File: src/pkg/led_ctrl_pkg.sv
/*
 * Shared constants for the LED drive, measurement and protection controller:
 * register offsets, field positions, reset values, timing counts, states.
 * Assumes a 250 MHz system clock and an 8-bit register port with 7-bit address.
 */
package led_ctrl_pkg;

  ////////////////////////////////////////////////////////////////////////////
  // register offsets
  localparam logic [6:0] ADDR_CODE_A_LO = 7'h01;
  localparam logic [6:0] ADDR_CODE_A_HI = 7'h02;
  localparam logic [6:0] ADDR_CODE_B_LO = 7'h03;
  localparam logic [6:0] ADDR_CODE_B_HI = 7'h04;
  localparam logic [6:0] ADDR_CODE_C_LO = 7'h05;
  localparam logic [6:0] ADDR_CODE_C_HI = 7'h06;
  localparam logic [6:0] ADDR_LIMIT_CFG = 7'h07;
  localparam logic [6:0] ADDR_MEAS_CFG = 7'h08;
  localparam logic [6:0] ADDR_UV_THRESH = 7'h09;
  localparam logic [6:0] ADDR_CTRL = 7'h0a;
  localparam logic [6:0] ADDR_MASK = 7'h0b;
  localparam logic [6:0] ADDR_INT_STATUS = 7'h0c;
  localparam logic [6:0] ADDR_PARK_TIME = 7'h0d;
  localparam logic [6:0] ADDR_STATE = 7'h0e;

  ////////////////////////////////////////////////////////////////////////////
  // field positions
  localparam int LIM_LEVEL_LSB = 0;
  localparam int LIM_EN_LSB = 4;
  localparam int MEAS_SEL_LSB = 0;
  localparam int MEAS_GAIN_LSB = 4;
  localparam int MEAS_CAL_BIT = 6;
  localparam int CTRL_MIRROR_BIT = 0;
  localparam int INT_HOT_BIT = 0;
  localparam int INT_TSD_BIT = 1;
  localparam int INT_BATLOW_BIT = 2;
  localparam int INT_UNDERVOLTAGE_LOCKOUT_FLAG_BIT = 3;

  ////////////////////////////////////////////////////////////////////////////
  // reset values and code limits
  localparam logic [9:0] CODE_RST = 10'h029;
  localparam logic [9:0] CODE_FULL = 10'h3ff;
  localparam logic [9:0] CODE_MIN = 10'h029;
  localparam logic [7:0] LIMIT_CFG_RST = 8'h00;
  localparam logic [7:0] MEAS_CFG_RST = 8'h00;
  localparam logic [4:0] UV_THRESH_RST = 5'h00;
  localparam logic [3:0] MASK_RST = 4'h0;
  localparam logic [6:0] PARK_RST = 7'h64;
  localparam logic [3:0] MEAS_NO_CONNECT = 4'h8;
  localparam logic [3:0] MEAS_LAST = 4'h9;

  ////////////////////////////////////////////////////////////////////////////
  // timing
  localparam int CLK_PERIOD_NS = 4;
  localparam int NS_PER_US = 1000;
  localparam int CYCLES_PER_US = NS_PER_US / CLK_PERIOD_NS;
  localparam logic [6:0] PARK_MAX_US = 7'h64;
  localparam int INT_REPOST_US = 32;
  localparam int INT_REPOST_CYCLES = INT_REPOST_US * CYCLES_PER_US;

  typedef enum logic [2:0] {S_OFF, S_STANDBY, S_ACTIVE, S_PARK, S_LOCKOUT} seq_state_t;

endpackage

File: src/hw/channel_select.sv
/*
 * Strobe decode for the three channel switches: closes the selected switch,
 * applies its 10-bit current code and flags whether transient limiting applies.
 * Assumes led_select is synchronous to clk_sys.
 */
`timescale 1ns/10ps
module channel_select (
  // clock and reset
  input wire logic clk_sys,
  input wire logic rstn,
  // selection and per-channel settings
  input wire logic [1:0] led_select,
  input wire logic [29:0] codes,
  input wire logic [2:0] limit_enable,
  // switch drive
  output logic [2:0] switch_close,
  output logic [9:0] current_code,
  output logic limit_active
);

  logic [2:0] hit;
  logic [9:0] part [0:2];
  wire [9:0] next_code = part[0] | part[1] | part[2];
  wire next_limit = |(hit & limit_enable);

  genvar i;
  generate
    for (i = 0; i < 3; i++) begin : g_ch
      assign hit[i] = (led_select == 2'(i + 1));
      assign part[i] = hit[i] ? codes[i*10 +: 10] : 10'h000;
    end
  endgenerate

  always_ff @(posedge clk_sys) begin
    if (!rstn) begin
      switch_close <= 3'h0;
      current_code <= 10'h000;
      limit_active <= 1'b0;
    end else begin
      switch_close <= hit;
      current_code <= next_code;
      limit_active <= next_limit;
    end
  end

  code_follow_a: assert property (@(posedge clk_sys) disable iff (!rstn)
    led_select == 2'h2 |=> current_code == $past(codes[19:10]) && switch_close == 3'h2)
    else $error("selected channel code not applied");

endmodule

File: src/hw/fault_sequencer.sv
/*
 * Power state sequencer: standby, active, thermal shutdown, undervoltage
 * lockout with mirror parking delay and fast discharge.
 * Assumes fault comparator inputs are synchronous to clk_sys.
 */
`timescale 1ns/10ps
module fault_sequencer #(
  parameter int STEP_CYCLES = led_ctrl_pkg::CYCLES_PER_US
) (
  // clock and reset
  input wire logic clk_sys,
  input wire logic rstn,
  // controls
  input wire logic mirror_en,
  input wire logic [6:0] park_us,
  input wire logic power_request,
  // fault inputs
  input wire logic temp_shutdown,
  input wire logic undervoltage,
  input wire logic input_recovered,
  // results
  output logic rails_enable,
  output logic fast_discharge,
  output logic clear_mirror,
  output led_ctrl_pkg::seq_state_t state
);

  led_ctrl_pkg::seq_state_t next_state;
  logic [15:0] tick;
  logic [6:0] us_cnt;
  wire us_step = (tick == 16'(STEP_CYCLES - 1));
  wire park_done = (us_cnt >= park_us);

  always_comb begin
    next_state = state;
    case (state)
      led_ctrl_pkg::S_OFF: if (power_request && input_recovered) next_state = led_ctrl_pkg::S_STANDBY;
      led_ctrl_pkg::S_STANDBY:
        if (!power_request) next_state = led_ctrl_pkg::S_OFF;
        else if (undervoltage) next_state = led_ctrl_pkg::S_LOCKOUT;
        else if (mirror_en && !temp_shutdown) next_state = led_ctrl_pkg::S_ACTIVE;
      led_ctrl_pkg::S_ACTIVE:
        if (!power_request) next_state = led_ctrl_pkg::S_OFF;
        else if (undervoltage) next_state = led_ctrl_pkg::S_PARK;
        else if (temp_shutdown || !mirror_en) next_state = led_ctrl_pkg::S_STANDBY;
      led_ctrl_pkg::S_PARK: if (park_done) next_state = led_ctrl_pkg::S_LOCKOUT;
      led_ctrl_pkg::S_LOCKOUT: if (!power_request) next_state = led_ctrl_pkg::S_OFF;
      default: next_state = led_ctrl_pkg::S_OFF;
    endcase
  end

  wire next_rails = (next_state == led_ctrl_pkg::S_ACTIVE) || (next_state == led_ctrl_pkg::S_PARK);
  // host's enable is dropped on undervoltage, on thermal shutdown while active, and whenever the request is low
  wire next_clear = (next_state == led_ctrl_pkg::S_OFF) || (next_state == led_ctrl_pkg::S_PARK)
    || (next_state == led_ctrl_pkg::S_LOCKOUT) || (state == led_ctrl_pkg::S_ACTIVE && temp_shutdown);

  always_ff @(posedge clk_sys) begin
    if (!rstn) begin
      state <= led_ctrl_pkg::S_OFF;
      tick <= 16'h0000;
      us_cnt <= 7'h00;
      rails_enable <= 1'b0;
      fast_discharge <= 1'b0;
      clear_mirror <= 1'b0;
    end else begin
      state <= next_state;
      tick <= (state != led_ctrl_pkg::S_PARK || us_step) ? 16'h0000 : tick + 16'h0001;
      us_cnt <= (state != led_ctrl_pkg::S_PARK) ? 7'h00 : us_cnt + {6'h00, us_step};
      rails_enable <= next_rails;
      fast_discharge <= (next_state == led_ctrl_pkg::S_LOCKOUT);
      clear_mirror <= next_clear;
    end
  end

  tsd_rails_off_a: assert property (@(posedge clk_sys) disable iff (!rstn)
    state == led_ctrl_pkg::S_ACTIVE && temp_shutdown && power_request && !undervoltage
    |=> !rails_enable && clear_mirror) else $error("rails stay on in thermal shutdown");

  park_before_dis_a: assert property (@(posedge clk_sys) disable iff (!rstn)
    $rose(fast_discharge) && $past(state) == led_ctrl_pkg::S_PARK |-> $past(park_done))
    else $error("fast discharge before parking time ended");

  lockout_hold_a: assert property (@(posedge clk_sys) disable iff (!rstn)
    state == led_ctrl_pkg::S_LOCKOUT && power_request |=> state == led_ctrl_pkg::S_LOCKOUT
    && !rails_enable) else $error("lockout left without request toggle");

endmodule

File: src/hw/led_drive_measure_protection_ctrl.sv
/*
 * Top of the LED drive, measurement and protection controller: register
 * port, per-channel current codes, transient limit, measurement mux settings,
 * interrupt status with open-drain pin, and the power sequencer.
 * Assumes one 250 MHz clock, synchronous active-low reset, and that all
 * analog comparator and pin inputs are already synchronous to clk_sys.
 */
// Function
// - separate 10-bit code per switch, selected applied
// - full-scale code gives max current, fixed steps
// - one transient limit level shared by all switches, 4-bit field
// - three enable bits choose limited switches
// - 4-bit select routes mux through gain
// - select codes map ten inputs, 8 unconnected
// - over warning temperature raises die-hot interrupt
// - shutdown temperature kills rails, sets flag
// - after shutdown, mirror stays off until rewrite
// - low battery raises interrupt, operation continues
// - lockout: interrupt, sequenced off, enable cleared
// - rails stay off until recovered and toggled
// - lockout threshold register, 31 steps programmable
// - park first, then fast discharge mirror rails
// - parking interval programmable up to 100 us
// - pin low on event, read clears, reasserts
// - mask gates pin only, flags still set
`timescale 1ns/10ps
module led_drive_measure_protection_ctrl #(
  parameter int STEP_CYCLES = led_ctrl_pkg::CYCLES_PER_US
) (
  // clock and reset
  input wire logic clk_sys,
  input wire logic rstn,
  // register port
  input wire logic [6:0] reg_addr,
  input wire logic [7:0] reg_wdata,
  input wire logic reg_write,
  input wire logic reg_read,
  output logic [7:0] reg_rdata,
  // strobe selection
  input wire logic [1:0] led_select,
  // monitor inputs
  input wire logic temp_hot,
  input wire logic temp_shutdown,
  input wire logic battery_low,
  input wire logic undervoltage,
  input wire logic input_recovered,
  input wire logic system_power_request,
  // led drive
  output logic [2:0] switch_close,
  output logic [9:0] current_code,
  output logic [3:0] transient_limit_level,
  output logic limit_active,
  // measurement path
  output logic [3:0] meas_input_select,
  output logic [1:0] meas_gain_select,
  output logic meas_calibration_disable,
  // supplies
  output logic [4:0] undervoltage_level,
  output logic rails_enable,
  output logic fast_discharge,
  // interrupt pin, open drain
  input wire logic interrupt_out_n_in,
  output logic interrupt_out_n_drv,
  output logic interrupt_out_n_oe_n
);

  ////////////////////////////////////////////////////////////////////////////
  // register storage

  logic [9:0] code [0:2];
  logic [7:0] limit_cfg;
  logic [7:0] meas_cfg;
  logic [4:0] uv_thresh;
  logic mirror_en;
  logic [3:0] int_mask;
  logic [3:0] int_status;
  logic [6:0] park_us;
  logic clear_mirror;
  led_ctrl_pkg::seq_state_t seq_state;

  ////////////////////////////////////////////////////////////////////////////
  // address decode

  wire wr_limit = reg_write && reg_addr == led_ctrl_pkg::ADDR_LIMIT_CFG;
  wire wr_meas = reg_write && reg_addr == led_ctrl_pkg::ADDR_MEAS_CFG;
  wire wr_uv = reg_write && reg_addr == led_ctrl_pkg::ADDR_UV_THRESH;
  wire wr_ctrl = reg_write && reg_addr == led_ctrl_pkg::ADDR_CTRL;
  wire wr_mask = reg_write && reg_addr == led_ctrl_pkg::ADDR_MASK;
  wire wr_park = reg_write && reg_addr == led_ctrl_pkg::ADDR_PARK_TIME;
  wire rd_int = reg_read && reg_addr == led_ctrl_pkg::ADDR_INT_STATUS;

  wire [6:0] code_lo_addr [0:2];
  assign code_lo_addr[0] = led_ctrl_pkg::ADDR_CODE_A_LO;
  assign code_lo_addr[1] = led_ctrl_pkg::ADDR_CODE_B_LO;
  assign code_lo_addr[2] = led_ctrl_pkg::ADDR_CODE_C_LO;

  // parking time beyond the supported maximum is held at the maximum
  wire [6:0] next_park = (reg_wdata[6:0] > led_ctrl_pkg::PARK_MAX_US)
    ? led_ctrl_pkg::PARK_MAX_US : reg_wdata[6:0];

  // an unconnected or undefined input select falls back to no connection
  wire [3:0] sel_field = meas_cfg[led_ctrl_pkg::MEAS_SEL_LSB +: 4];
  wire [3:0] next_sel = (sel_field > led_ctrl_pkg::MEAS_LAST)
    ? led_ctrl_pkg::MEAS_NO_CONNECT : sel_field;

  ////////////////////////////////////////////////////////////////////////////
  // current codes, one per channel switch

  wire [29:0] codes_flat = {code[2], code[1], code[0]};

  genvar ch;
  generate
    for (ch = 0; ch < 3; ch++) begin : g_code
      wire wr_lo = reg_write && reg_addr == code_lo_addr[ch];
      wire wr_hi = reg_write && reg_addr == code_lo_addr[ch] + 7'h01;
      always_ff @(posedge clk_sys) begin
        if (!rstn) begin
          code[ch] <= led_ctrl_pkg::CODE_RST;
        end else if (wr_lo) begin
          code[ch][7:0] <= reg_wdata;
        end else if (wr_hi) begin
          code[ch][9:8] <= reg_wdata[1:0];
        end
      end
    end
  endgenerate

  ////////////////////////////////////////////////////////////////////////////
  // configuration registers

  always_ff @(posedge clk_sys) begin
    if (!rstn) begin
      limit_cfg <= led_ctrl_pkg::LIMIT_CFG_RST;
      meas_cfg <= led_ctrl_pkg::MEAS_CFG_RST;
      uv_thresh <= led_ctrl_pkg::UV_THRESH_RST;
      int_mask <= led_ctrl_pkg::MASK_RST;
      park_us <= led_ctrl_pkg::PARK_RST;
    end else begin
      if (wr_limit) limit_cfg <= {1'b0, reg_wdata[6:0]};
      if (wr_meas) meas_cfg <= {1'b0, reg_wdata[6:0]};
      if (wr_uv) uv_thresh <= reg_wdata[4:0];
      if (wr_mask) int_mask <= reg_wdata[3:0];
      if (wr_park) park_us <= next_park;
    end
  end

  // a fault clear wins over a host write in the same cycle: rails must not
  // come back on the edge that took them down
  always_ff @(posedge clk_sys) begin
    if (!rstn) begin
      mirror_en <= 1'b0;
    end else if (clear_mirror) begin
      mirror_en <= 1'b0;
    end else if (wr_ctrl) begin
      mirror_en <= reg_wdata[led_ctrl_pkg::CTRL_MIRROR_BIT];
    end
  end

  ////////////////////////////////////////////////////////////////////////////
  // measurement and supply settings to the analog side

  always_ff @(posedge clk_sys) begin
    if (!rstn) begin
      transient_limit_level <= 4'h0;
      meas_input_select <= led_ctrl_pkg::MEAS_NO_CONNECT;
      meas_gain_select <= 2'h0;
      meas_calibration_disable <= 1'b0;
      undervoltage_level <= led_ctrl_pkg::UV_THRESH_RST;
    end else begin
      transient_limit_level <= limit_cfg[led_ctrl_pkg::LIM_LEVEL_LSB +: 4];
      meas_input_select <= next_sel;
      meas_gain_select <= meas_cfg[led_ctrl_pkg::MEAS_GAIN_LSB +: 2];
      meas_calibration_disable <= meas_cfg[led_ctrl_pkg::MEAS_CAL_BIT];
      undervoltage_level <= uv_thresh;
    end
  end

  ////////////////////////////////////////////////////////////////////////////
  // interrupt status and open-drain pin

  wire [3:0] events;
  assign events[led_ctrl_pkg::INT_HOT_BIT] = temp_hot;
  assign events[led_ctrl_pkg::INT_TSD_BIT] = temp_shutdown;
  assign events[led_ctrl_pkg::INT_BATLOW_BIT] = battery_low;
  assign events[led_ctrl_pkg::INT_UNDERVOLTAGE_LOCKOUT_FLAG_BIT] = undervoltage;

  // set wins over the read clear; a lasting fault therefore re-posts on the
  // very next cycle, far inside the re-post bound
  wire [3:0] next_status = (rd_int ? 4'h0 : int_status) | events;
  // mask reaches the pin only, never the status bits
  wire pin_low = |(int_status & ~int_mask) && !rd_int;

  always_ff @(posedge clk_sys) begin
    if (!rstn) begin
      int_status <= 4'h0;
      interrupt_out_n_drv <= 1'b0;
      interrupt_out_n_oe_n <= 1'b1;
    end else begin
      int_status <= next_status;
      interrupt_out_n_drv <= 1'b0;
      interrupt_out_n_oe_n <= !pin_low;
    end
  end

  ////////////////////////////////////////////////////////////////////////////
  // register read

  wire [7:0] state_word = {4'h0, interrupt_out_n_in, seq_state};
  logic [7:0] rd_mux;

  always_comb begin
    case (reg_addr)
      led_ctrl_pkg::ADDR_CODE_A_LO: rd_mux = code[0][7:0];
      led_ctrl_pkg::ADDR_CODE_A_HI: rd_mux = {6'h00, code[0][9:8]};
      led_ctrl_pkg::ADDR_CODE_B_LO: rd_mux = code[1][7:0];
      led_ctrl_pkg::ADDR_CODE_B_HI: rd_mux = {6'h00, code[1][9:8]};
      led_ctrl_pkg::ADDR_CODE_C_LO: rd_mux = code[2][7:0];
      led_ctrl_pkg::ADDR_CODE_C_HI: rd_mux = {6'h00, code[2][9:8]};
      led_ctrl_pkg::ADDR_LIMIT_CFG: rd_mux = limit_cfg;
      led_ctrl_pkg::ADDR_MEAS_CFG: rd_mux = meas_cfg;
      led_ctrl_pkg::ADDR_UV_THRESH: rd_mux = {3'h0, uv_thresh};
      led_ctrl_pkg::ADDR_CTRL: rd_mux = {7'h00, mirror_en};
      led_ctrl_pkg::ADDR_MASK: rd_mux = {4'h0, int_mask};
      led_ctrl_pkg::ADDR_INT_STATUS: rd_mux = {4'h0, int_status};
      led_ctrl_pkg::ADDR_PARK_TIME: rd_mux = {1'b0, park_us};
      led_ctrl_pkg::ADDR_STATE: rd_mux = state_word;
      default: rd_mux = 8'h00;
    endcase
  end

  always_ff @(posedge clk_sys) begin
    if (!rstn) begin
      reg_rdata <= 8'h00;
    end else if (reg_read) begin
      reg_rdata <= rd_mux;
    end
  end

  ////////////////////////////////////////////////////////////////////////////
  // channel switches and power sequencing

  channel_select u_channel (
    .clk_sys(clk_sys),
    .rstn(rstn),
    .led_select(led_select),
    .codes(codes_flat),
    .limit_enable(limit_cfg[led_ctrl_pkg::LIM_EN_LSB +: 3]),
    .switch_close(switch_close),
    .current_code(current_code),
    .limit_active(limit_active)
  );

  fault_sequencer #(
    .STEP_CYCLES(STEP_CYCLES)
  ) u_seq (
    .clk_sys(clk_sys),
    .rstn(rstn),
    .mirror_en(mirror_en),
    .park_us(park_us),
    .power_request(system_power_request),
    .temp_shutdown(temp_shutdown),
    .undervoltage(undervoltage),
    .input_recovered(input_recovered),
    .rails_enable(rails_enable),
    .fast_discharge(fast_discharge),
    .clear_mirror(clear_mirror),
    .state(seq_state)
  );

  ////////////////////////////////////////////////////////////////////////////
  // checks

  hot_no_rail_a: assert property (@(posedge clk_sys) disable iff (!rstn)
    temp_hot && !temp_shutdown && !undervoltage && rails_enable && mirror_en
    && system_power_request && seq_state == led_ctrl_pkg::S_ACTIVE
    |=> rails_enable && int_status[led_ctrl_pkg::INT_HOT_BIT])
    else $error("die-hot warning disturbed the rails");

  batlow_flag_a: assert property (@(posedge clk_sys) disable iff (!rstn)
    battery_low |=> int_status[led_ctrl_pkg::INT_BATLOW_BIT])
    else $error("battery-low event not flagged");

  undervoltage_lockout_flag_clears_a: assert property (@(posedge clk_sys) disable iff (!rstn)
    undervoltage && seq_state == led_ctrl_pkg::S_ACTIVE && system_power_request
    |=> ##1 !mirror_en) else $error("lockout left mirror enable set");

  read_release_a: assert property (@(posedge clk_sys) disable iff (!rstn)
    rd_int |=> interrupt_out_n_oe_n) else $error("pin not released on status read");

  mask_pin_a: assert property (@(posedge clk_sys) disable iff (!rstn)
    (int_status & ~int_mask) == 4'h0 |=> interrupt_out_n_oe_n)
    else $error("masked event pulled the pin");

  park_limit_a: assert property (@(posedge clk_sys) disable iff (!rstn)
    wr_park |=> park_us <= led_ctrl_pkg::PARK_MAX_US && park_us == $past(next_park))
    else $error("parking time outside range");

  mux_select_a: assert property (@(posedge clk_sys) disable iff (!rstn)
    sel_field > led_ctrl_pkg::MEAS_LAST |=> meas_input_select == led_ctrl_pkg::MEAS_NO_CONNECT)
    else $error("undefined input select reached the mux");

  tsd_flag_a: assert property (@(posedge clk_sys) disable iff (!rstn)
    temp_shutdown |=> int_status[led_ctrl_pkg::INT_TSD_BIT])
    else $error("thermal shutdown not flagged");

  undervoltage_lockout_flag_flag_a: assert property (@(posedge clk_sys) disable iff (!rstn)
    undervoltage |=> int_status[led_ctrl_pkg::INT_UNDERVOLTAGE_LOCKOUT_FLAG_BIT])
    else $error("lockout event not flagged");

  fault_clear_a: assert property (@(posedge clk_sys) disable iff (!rstn)
    clear_mirror |=> !mirror_en) else $error("host write beat the fault clear");

  // the re-post bound is thousands of cycles, so it is counted here
  // rather than unrolled in a property
  logic [15:0] repost_wait;

  always_ff @(posedge clk_sys) begin
    if (!rstn || !interrupt_out_n_oe_n || (events & ~int_mask) == 4'h0) begin
      repost_wait <= 16'h0000;
    end else begin
      repost_wait <= repost_wait + 16'h0001;
    end
  end

  repost_bound_a: assert property (@(posedge clk_sys) disable iff (!rstn)
    repost_wait < 16'(led_ctrl_pkg::INT_REPOST_CYCLES))
    else $error("persistent fault not posted again on the pin");

endmodule

File: config.mk
export PLATFORM = sky130hd
export DESIGN_NAME = led_drive_measure_protection_ctrl
export DESIGN_NICKNAME = d
export VERILOG_FILES = /design/src/pkg/led_ctrl_pkg.sv /design/src/hw/channel_select.sv /design/src/hw/fault_sequencer.sv /design/src/hw/led_drive_measure_protection_ctrl.sv
export SDC_FILE = /design/constraint.sdc
export NUM_CORES = 1
export LEC_CHECK = 0
export ABC_AREA = 1
export BUFFER_PORTS_ARGS = -buffer_cell sky130_fd_sc_hd__buf_2
export CAP_MARGIN = 20
export CORE_MARGIN = 5
export CORE_UTILIZATION = 44
export CTS_CLUSTER_DIAMETER = 100
export DETAILED_ROUTE_END_ITERATION = 10
export SLEW_MARGIN = 10
export SYNTH_ARGS = -nofsm -noshare
export SYNTH_HDL_FRONTEND = slang
export SYNTH_SLANG_ARGS = --single-unit
File: constraint.sdc
create_clock -name clk_sys -period 3.8 [get_ports clk_sys]
set_input_delay 0.76 -clock clk_sys [delete_from_list [all_inputs] [get_ports clk_sys]]
set_output_delay 0.76 -clock clk_sys [all_outputs]
set_load 0.005 [all_outputs]
==> results of run 1 <==
## state kept, by name (all words and copies together), names as in the netlist, 2 cells and up
signal                  cells
code                       30
int_mask                    4
int_status                  4
limit_cfg                   7
meas_cfg                    7
meas_gain_select            2
meas_input_select           4
park_us                     7
reg_rdata                   8
transient_limit_level       4
u_channel.current_code     10
u_channel.switch_close      3
u_seq.state                 3
u_seq.tick                 16
u_seq.us_cnt                7
undervoltage_level          5
uv_thresh                   5
## logic make-up (layout without fill, tap and decap cells)
group	Yosys count	after routing	share of synthesized area [%]
compound gates	146	146	13.33
xor+xnor	4	4	0.5834
other cells	1	1	0.06244
simple gates	327	327	24.10
fa+ha+maj	11	11	2.292
flops	133	133	49.33
buf+inv	155	241	10.29
## power by group
part | internal [µW] | switching [µW]
combinational | 47.5 | 118
clock | 1180 | 604
sequential | 1480 | 15.8
total | 2700 | 737
## metal layers
layer	vias up	wire (µm)	part of all wire [%]	track usage (%)
met2	194	7195	47	31.29
met4	0	308	2.0	8.328
met5	-	0	0	0
li1	2653	-	-	-
met3	27	1032	6.8	4.540
met1	2399	6711	44	25.34
## tightest hold or removal path, delay by kind of cell, from the launching register on
family | cells | cell delay [ps]
and+or+nand+nor | 1 | 50
DFF | 1 | 310
buffers and inverters | 1 | 30
## cell usage after synthesis (3+ instances only)
master / count
dfxtp_1: 103
clkbuf_1: 6
nor2_1: 96
nor2_2: 6
nand4_1: 7
o22ai_1: 13
nor3_2: 4
ha_1: 11
inv_1: 123
nor2_4: 4
inv_2: 12
nand2_2: 5
nand2_1: 129
a21oi_1: 57
buf_1: 3
edfxtp_1: 30
buf_2: 5
nor3_1: 6
o21ai_0: 52
o21ai_1: 11
a211oi_2: 3
nand3_1: 64
buf_4: 4
## final timing paths
kind	endpoint	cells after the start
worst max-delay path	limit_cfg[1]$_SDFFE_PN0P_	7
worst min-delay path	meas_gain_select[1]$_SDFF_PN0_	2
worst max register to register	u_seq.us_cnt[6]$_SDFF_PP0_	14
worst min register to register	meas_gain_select[1]$_SDFF_PN0_	2
## stage by stage
step           utilization [%]  cells  instance area [µm²]  worst slack, ps  hold slack (ps)
2_1_floorplan                -    777                 6006             1511            407.1
3_3_place_gp             48.93   1007                 6505             1200            413.0
3_5_place_dp             48.93   1007                 6505             1117            419.0
4_1_cts                  53.84   1039                 7158             1562            426.7
5_1_grt                  53.84   1039                 7158             1299            440.2
6_report                 53.84   1039                 7158             1524            423.5
## final cells by class
type                            count  area, µm²
Inverter                          135      506.7
Fill cell                        1270       6137
Clock inverter                     10      167.7
Multi-Input combinational cell    489       2430
Sequential cell                   133       2963
Clock buffer                       22      485.5
Tap cell                          176      220.2
Timing Repair Buffer               74      385.4
==> summary.txt, run 1 <==
Worst setup path
  • Buf/Inv on CP: 2
  • R2R Path Start: u_seq.tick[6]$_SDFF_PP0_
  • Critical path's largest stage delay: 650 ps
  • R2R setup slack: 1850 ps
  • CP startpoint: reg_addr[4]
  • Worst Setup Start Kind: primary input
  • Crit Path Class: in2reg
  • Worst path arrival time: 2570 ps
  • CP max-delay cell: nor2_4
  • Required time worst endpoint: 4090 ps
  • Critical-path cell list: buf_2, inv_1, nand2_1, nor2_4, nand3_1, o21ai_0, a21oi_1
  • Crit-path leading delay family: simple AND/OR/NAND/NOR gates
  • Crit end category: flop
  • Crit-path max FO: 35

Floorplan
  • Die X: 126.8 µm
  • Site Rows: 42
  • Die area: 0.01609 mm²
  • Die Ht: 126.8 µm
  • Initial Util: 45.17%
  • Core area: 0.01330 mm²
  • I/O Pins: 70

Timing
  • Slew margin rel.: 43.64%
  • Fmax achieved: 0.4395 GHz
  • Clock skew: 8.471 ps
  • Hold Fails Final Rpt: 0
  • Least-Margin Pin Slew: 843.4 ps
  • Final number of setup-violating endpoints: 0
  • RSZ-0062 raised after global routing: no
  • Final worst path period need: 2276 ps
  • Total negative slack: 0 ps
  • Fin crit share: 59.88%
  • Final Max Tran Viols: 0

Synth
  • Yosys top cell by area: dfxtp_1
  • Top-area cell type share of the netlist area: 34.33%
  • Post-synthesis register bit count: 133
  • Register area share after synthesis: 49.33%
  • Synth area leaders: dfxtp_1 34%, edfxtp_1 15%, nand2_1 8.1%, inv_1 7.7%, nor2_1 6.0%
  • Top_reg_cell synth: dfxtp_1
  • Post-synth cell types: 39
  • Syn Nets: 816
  • Post-synthesis area per instance: 7.729 µm²
  • Post-synth EDFFs: 30
  • Cell Area, Synth: 0.006006 mm²
  • Yosys warnings: 0
  • Asr flop ratio synth: 0%
  • Post-Synthesis Cells: 777

Route
  • Starting DRC count in detailed routing: 481
  • Vias: 5273
  • Drt first pass iters: 5
  • DR vias/cell: 5.075
  • # DRC: 0
  • Detail Route Antenna Nets: 0
  • Avg WL per Cell: 14.68 µm
  • Final WL: 15250 µm

GRT
  • Global-route wire length before repair: 24930 µm
  • Largest net degree at the start of global routing: 59
  • GRT Total Usage: 19.53%
  • Initial antenna violation count: 0
  • Vias in the first global route: 5043
  • Grt total ovfl: 0

CTS
  • CTS root buf: clkbuf_16
  • CTS clk-pin slew, worst paths: 60 ps
  • Hold_buf cts: 0
  • Worst-skew pair later-pin latency: 420 ps
  • Cts repair resizes: 0
  • CTS tree: done
  • CTS buffer count: 17
  • CTS H-Tree Depth: 4
  • CTS Sinks: 133
  • Clock Tree Buf Depth: 2
  • Setup Fix Bufs, Post-CTS: 0

Layout
  • Antenna cell count: 0
  • Leading cell type in the layout, fill and taps excluded: nand2_1
  • Layout Area Growth over Synthesis: 19.19%
  • Most frequent cells in the layout: 129 x nand2_1, 123 x inv_1, 103 x dfxtp_1
  • Nets: 889
  • Layout cell share with drive strength beyond 1: 16.45%

Power
  • Peak VDD IR: 0.2543 mV
  • Total chip power: 3440 µW
  • PwrDens: 480.6 mW/mm²
  • Leakage: 0.003129 µW

Hold path
  • Worst Hold Class: reg2reg
  • Hold path startpoint: meas_cfg[5]$_SDFFE_PN0P_

Place
  • Routability Congestion: 0.9120
  • IO Port Bufs: 68
  • Dpl hpwl: 11540 µm

Status
  • Status: finished, final reports clean

Run
  • Count of maximum capacitance violations: 0
No activity file was read; power rests on OpenSTA's default activity.
==> run 2: changes to the inputs <==
ABC_AREA = 0   (was 1)
clock period = 2.4 ns   (was 3.8 ns; I/O delays follow)
==> run 2 against run 1 <==
Compared with the run above: design area up 0.37%; die area decreased by 0.59%; highest routed layer unchanged; cell count decreased by 14%; worst setup slack got worse by 1000 ps; combinational power is 86% higher; via count decreased by 6.2%.
==> summary.txt, run 2 <==
Power
  • Share of power burned in registers: 43.7% (+0.2 points)
  • PwrDens: 754.5 mW/mm² (+57%)
  • Internal power: 4226 µW (+56%)
  • Clk pwr share: 50.6% (-1.1 points)
  • Combinational power share: 5.7% (+0.9 points)
  • Switching Share: 22.05% (+0.62 points)
  • Peak VDD IR: 0.4189 mV (+65%)
  • Leakage: 0.002868 µW (-8.3%)
  • Switching Power: 1195 µW (+62%)

Worst setup path
  • Critical-path cell list: nor4_1, nand4_1, nor3_1, ha_1, ha_1, nand3_1, xor2_1, nor2_1
  • R2R Path Start: u_seq.tick[2]$_SDFF_PP0_
  • Crit-path max FO: 5 (-86%)
  • Most used cell, CP: ha_1
  • Worst path arrival time: 2200 ps (-370 ps)
  • R2R setup slack: 500 ps (-1350 ps)
  • Crit end category: flop
  • Crit-path leading delay family: simple AND/OR/NAND/NOR gates
  • Crit Path Class: reg2reg
  • Buf/Inv on CP: 0 (-2)
  • Worst Setup Start Kind: flop
  • Required time worst endpoint: 2700 ps (-1390 ps)
  • CP max-delay cell: dfxtp_1
  • Critical path's largest stage delay: 360 ps (-290 ps)
  • CP startpoint: u_seq.tick[2]$_SDFF_PP0_

Timing
  • RSZ-0062 raised after global routing: no
  • Final WS setup: 504.3 ps (-1020 ps)
  • Final number of setup-violating endpoints: 0 (unchanged)
  • Hold Fails Final Rpt: 0 (unchanged)
  • Total negative slack: 0 ps (unchanged)
  • Slew margin rel.: 54.71% (+11 points)
  • Least-Margin Pin Slew: 676.8 ps (-166.7 ps)
  • Fin crit share: 78.99%
  • Clock skew: 6.740 ps (-1.731 ps)
  • Fmax achieved: 0.5275 GHz
  • Final worst path period need: 1896 ps
  • Final Max Tran Viols: 0 (unchanged)

Synth
  • Post-synth top cells: 103 x dfxtp_1, 76 x nor2_1, 47 x nand2_1
  • Post-synth EDFFs: 30 (unchanged)
  • Synth area leaders: dfxtp_1 35%, edfxtp_1 15%, nor2_1 4.8%, mux2i_1 4.2%, and2_1 3.0%
  • Top-area cell type share of the netlist area: 34.56% (+0.22 points)
  • Post-synthesis area per instance: 9.456 µm² (+22%)
  • Count leader, synth: dfxtp_1
  • Asr flop ratio synth: 0% (unchanged)
  • Register area share after synthesis: 49.65% (+0.32 points)
  • Post-synth cell types: 60 (+54%)
  • Syn Nets: 670 (-18%)
  • Cell Area, Synth: 0.005967 mm² (-0.65%)
  • Yosys warnings: 0 (unchanged)
  • Post-synthesis register bit count: 133 (unchanged)
  • Top_reg_cell synth: dfxtp_1
  • Yosys top cell by area: dfxtp_1
  • Post-Synthesis Cells: 631 (-19%)

Layout
  • Largest register FFs: 30 (unchanged)
  • Largest reg by FF count: code
  • Most frequent cells in the layout: 103 x dfxtp_1, 76 x nor2_1, 68 x buf_2
  • Antenna cell count: 0 (unchanged)
  • Layout Area Growth over Synthesis: 20.40%
  • Fillers: 1214 (-4.4%)
  • Nets: 746 (-16%)
  • Biggest regs: code x30, u_seq.tick x16, u_channel.current_code x10
  • Leading cell type in the layout, fill and taps excluded: dfxtp_1
  • Reg area: 0.002963 mm² (unchanged)
  • Layout cell share with drive strength beyond 1: 20.00% (+3.5 points)
  • Area of the multi-input gates: 0.002783 mm² (+15%)

Floorplan
  • Core area: 0.01330 mm² (unchanged)
  • I/O Pins: 70 (unchanged)
  • Die X: 126.5 µm (-0.30%)
  • Die area: 0.01599 mm² (-0.59%)
  • Site Rows: 42 (unchanged)
  • Initial Util: 44.88% (-0.29 points)
  • Die Ht: 126.5 µm (-0.30%)

CTS
  • CTS clk-pin slew, worst paths: 60 ps (about the same)
  • Setup Fix Bufs, Post-CTS: 0 (unchanged)
  • Clock Tree Buf Depth: 2 (unchanged)
  • CTS root buf: clkbuf_16
  • CTS H-Tree Depth: 4 (unchanged)
  • CTS tree: done
  • CTS Sinks: 133 (unchanged)
  • CTS buffer count: 17 (unchanged)
  • Worst-skew pair later-pin latency: 420 ps (about the same)
  • Hold_buf cts: 0 (unchanged)
  • Cts repair resizes: 0 (unchanged)

Route
  • Final WL: 16470 µm (+8.0%)
  • Starting DRC count in detailed routing: 486 (+1.0%)
  • Vias: 4947 (-6.2%)
  • Drt first pass iters: 6 (+1)
  • Detail Route Antenna Nets: 0 (unchanged)
  • DR vias/cell: 5.521 (+8.8%)
  • Avg WL per Cell: 18.38 µm (+25%)
  • # DRC: 0 (unchanged)

GRT
  • GRT Total Usage: 20.67% (+1.1 points)
  • Vias in the first global route: 4830 (-4.2%)
  • Largest net degree at the start of global routing: 45 (-24%)
  • Initial antenna violation count: 0 (unchanged)
  • Global-route wire length before repair: 25750 µm (+3.3%)
  • Grt total ovfl: 0 (unchanged)

Hold path
  • Worst Hold Class: in2reg
  • Hold path startpoint: battery_low

Status
  • Status: finished, final reports clean

Place
  • Placement Setup Slack: 219.8 ps (-897.5 ps)
  • IO Port Bufs: 68 (unchanged)
  • Dpl hpwl: 12110 µm (+4.9%)
  • Routability Congestion: 0.9971 (+9.3%)

Run
  • Count of maximum capacitance violations: 0 (unchanged)
run 2: cell types whose count changed after synthesis, sizes merged, moves of 21 or more:
cell | before | now
nand2 | 134 | 48
o21ai | 63 | 33
and2 | 0 | 29
inv | 135 | 18
nand3 | 65 | 22
mux2i | 0 | 25
nor2 | 106 | 78
a22oi | 0 | 21
a21oi | 57 | 26
run 2: final cells by class:
type | count | area share [%]
Multi-Input combinational cell | 446 | 38.73
Sequential cell | 133 | 41.24
Inverter | 18 | 0.9404
Timing Repair Buffer | 91 | 7.140
Clock buffer | 22 | 7.367
Tap cell | 176 | 3.065
Clock inverter | 10 | 1.515
run 2: layer usage:
layer,share of wire (%),up-vias,track usage [%]
met5,0,-,0
met4,2.8,0,7.823
met3,7.0,39,4.834
met2,46,198,32.53
met1,44,2330,27.70
li1,-,2380,-
run 2: logic make-up (layout without fill, tap and decap cells):
| logic type | after synthesis | after routing | synth area share [%] |
|---|---|---|---|
| AO/OA/AOI/OAI | 121 | 121 | 13.04 |
| XOR/XNOR | 19 | 19 | 2.789 |
| adder cells (fa/ha/maj) | 11 | 11 | 2.307 |
| buffers and inverters | 52 | 141 | 3.711 |
| flip-flops | 133 | 133 | 49.65 |
| multiplexers | 38 | 38 | 6.647 |
| other | 1 | 1 | 0.06285 |
| AND/OR/NAND/NOR | 256 | 256 | 21.79 |
run 2: power groups by stage:
stage / logic [µW] / registers [µW] / clock network (µW)
after floorplan: 179 / 2400 / 0
after global placement: 299 / 2420 / 0
after detailed placement: 301 / 2420 / 0
after CTS: 303 / 2370 / 2770
after global routing: 332 / 2370 / 2880
final: 307 / 2370 / 2740
run 2: worst paths after layout:
path	to	cells past startpoint
worst max-delay path	u_seq.us_cnt[4]$_SDFF_PP0_	8
worst min-delay path	int_status[2]$_SDFF_PN0_	3
worst max register to register	u_seq.us_cnt[4]$_SDFF_PP0_	8
worst min register to register	mirror_en$_SDFFE_PP0P_	1
run 2: tightest hold or removal path: cells and delay by family:
family	cells	cell delay [ps]
simple gates	1	60
compound gates	1	30
buf+inv	1	90
run 2: metrics by stage:
step           hold WS, ps  util (%)  cell area, µm²  power (µW)  cells
2_1_floorplan        373.2         -            5967        2583    631
3_3_place_gp         382.2     49.24            6546        2716    864
3_5_place_dp         385.1     49.24            6546        2719    864
4_1_cts              278.8     54.04            7184        5443    896
5_1_grt              281.9     54.04            7184        5583    896
6_report             285.3     54.04            7184        5421    896
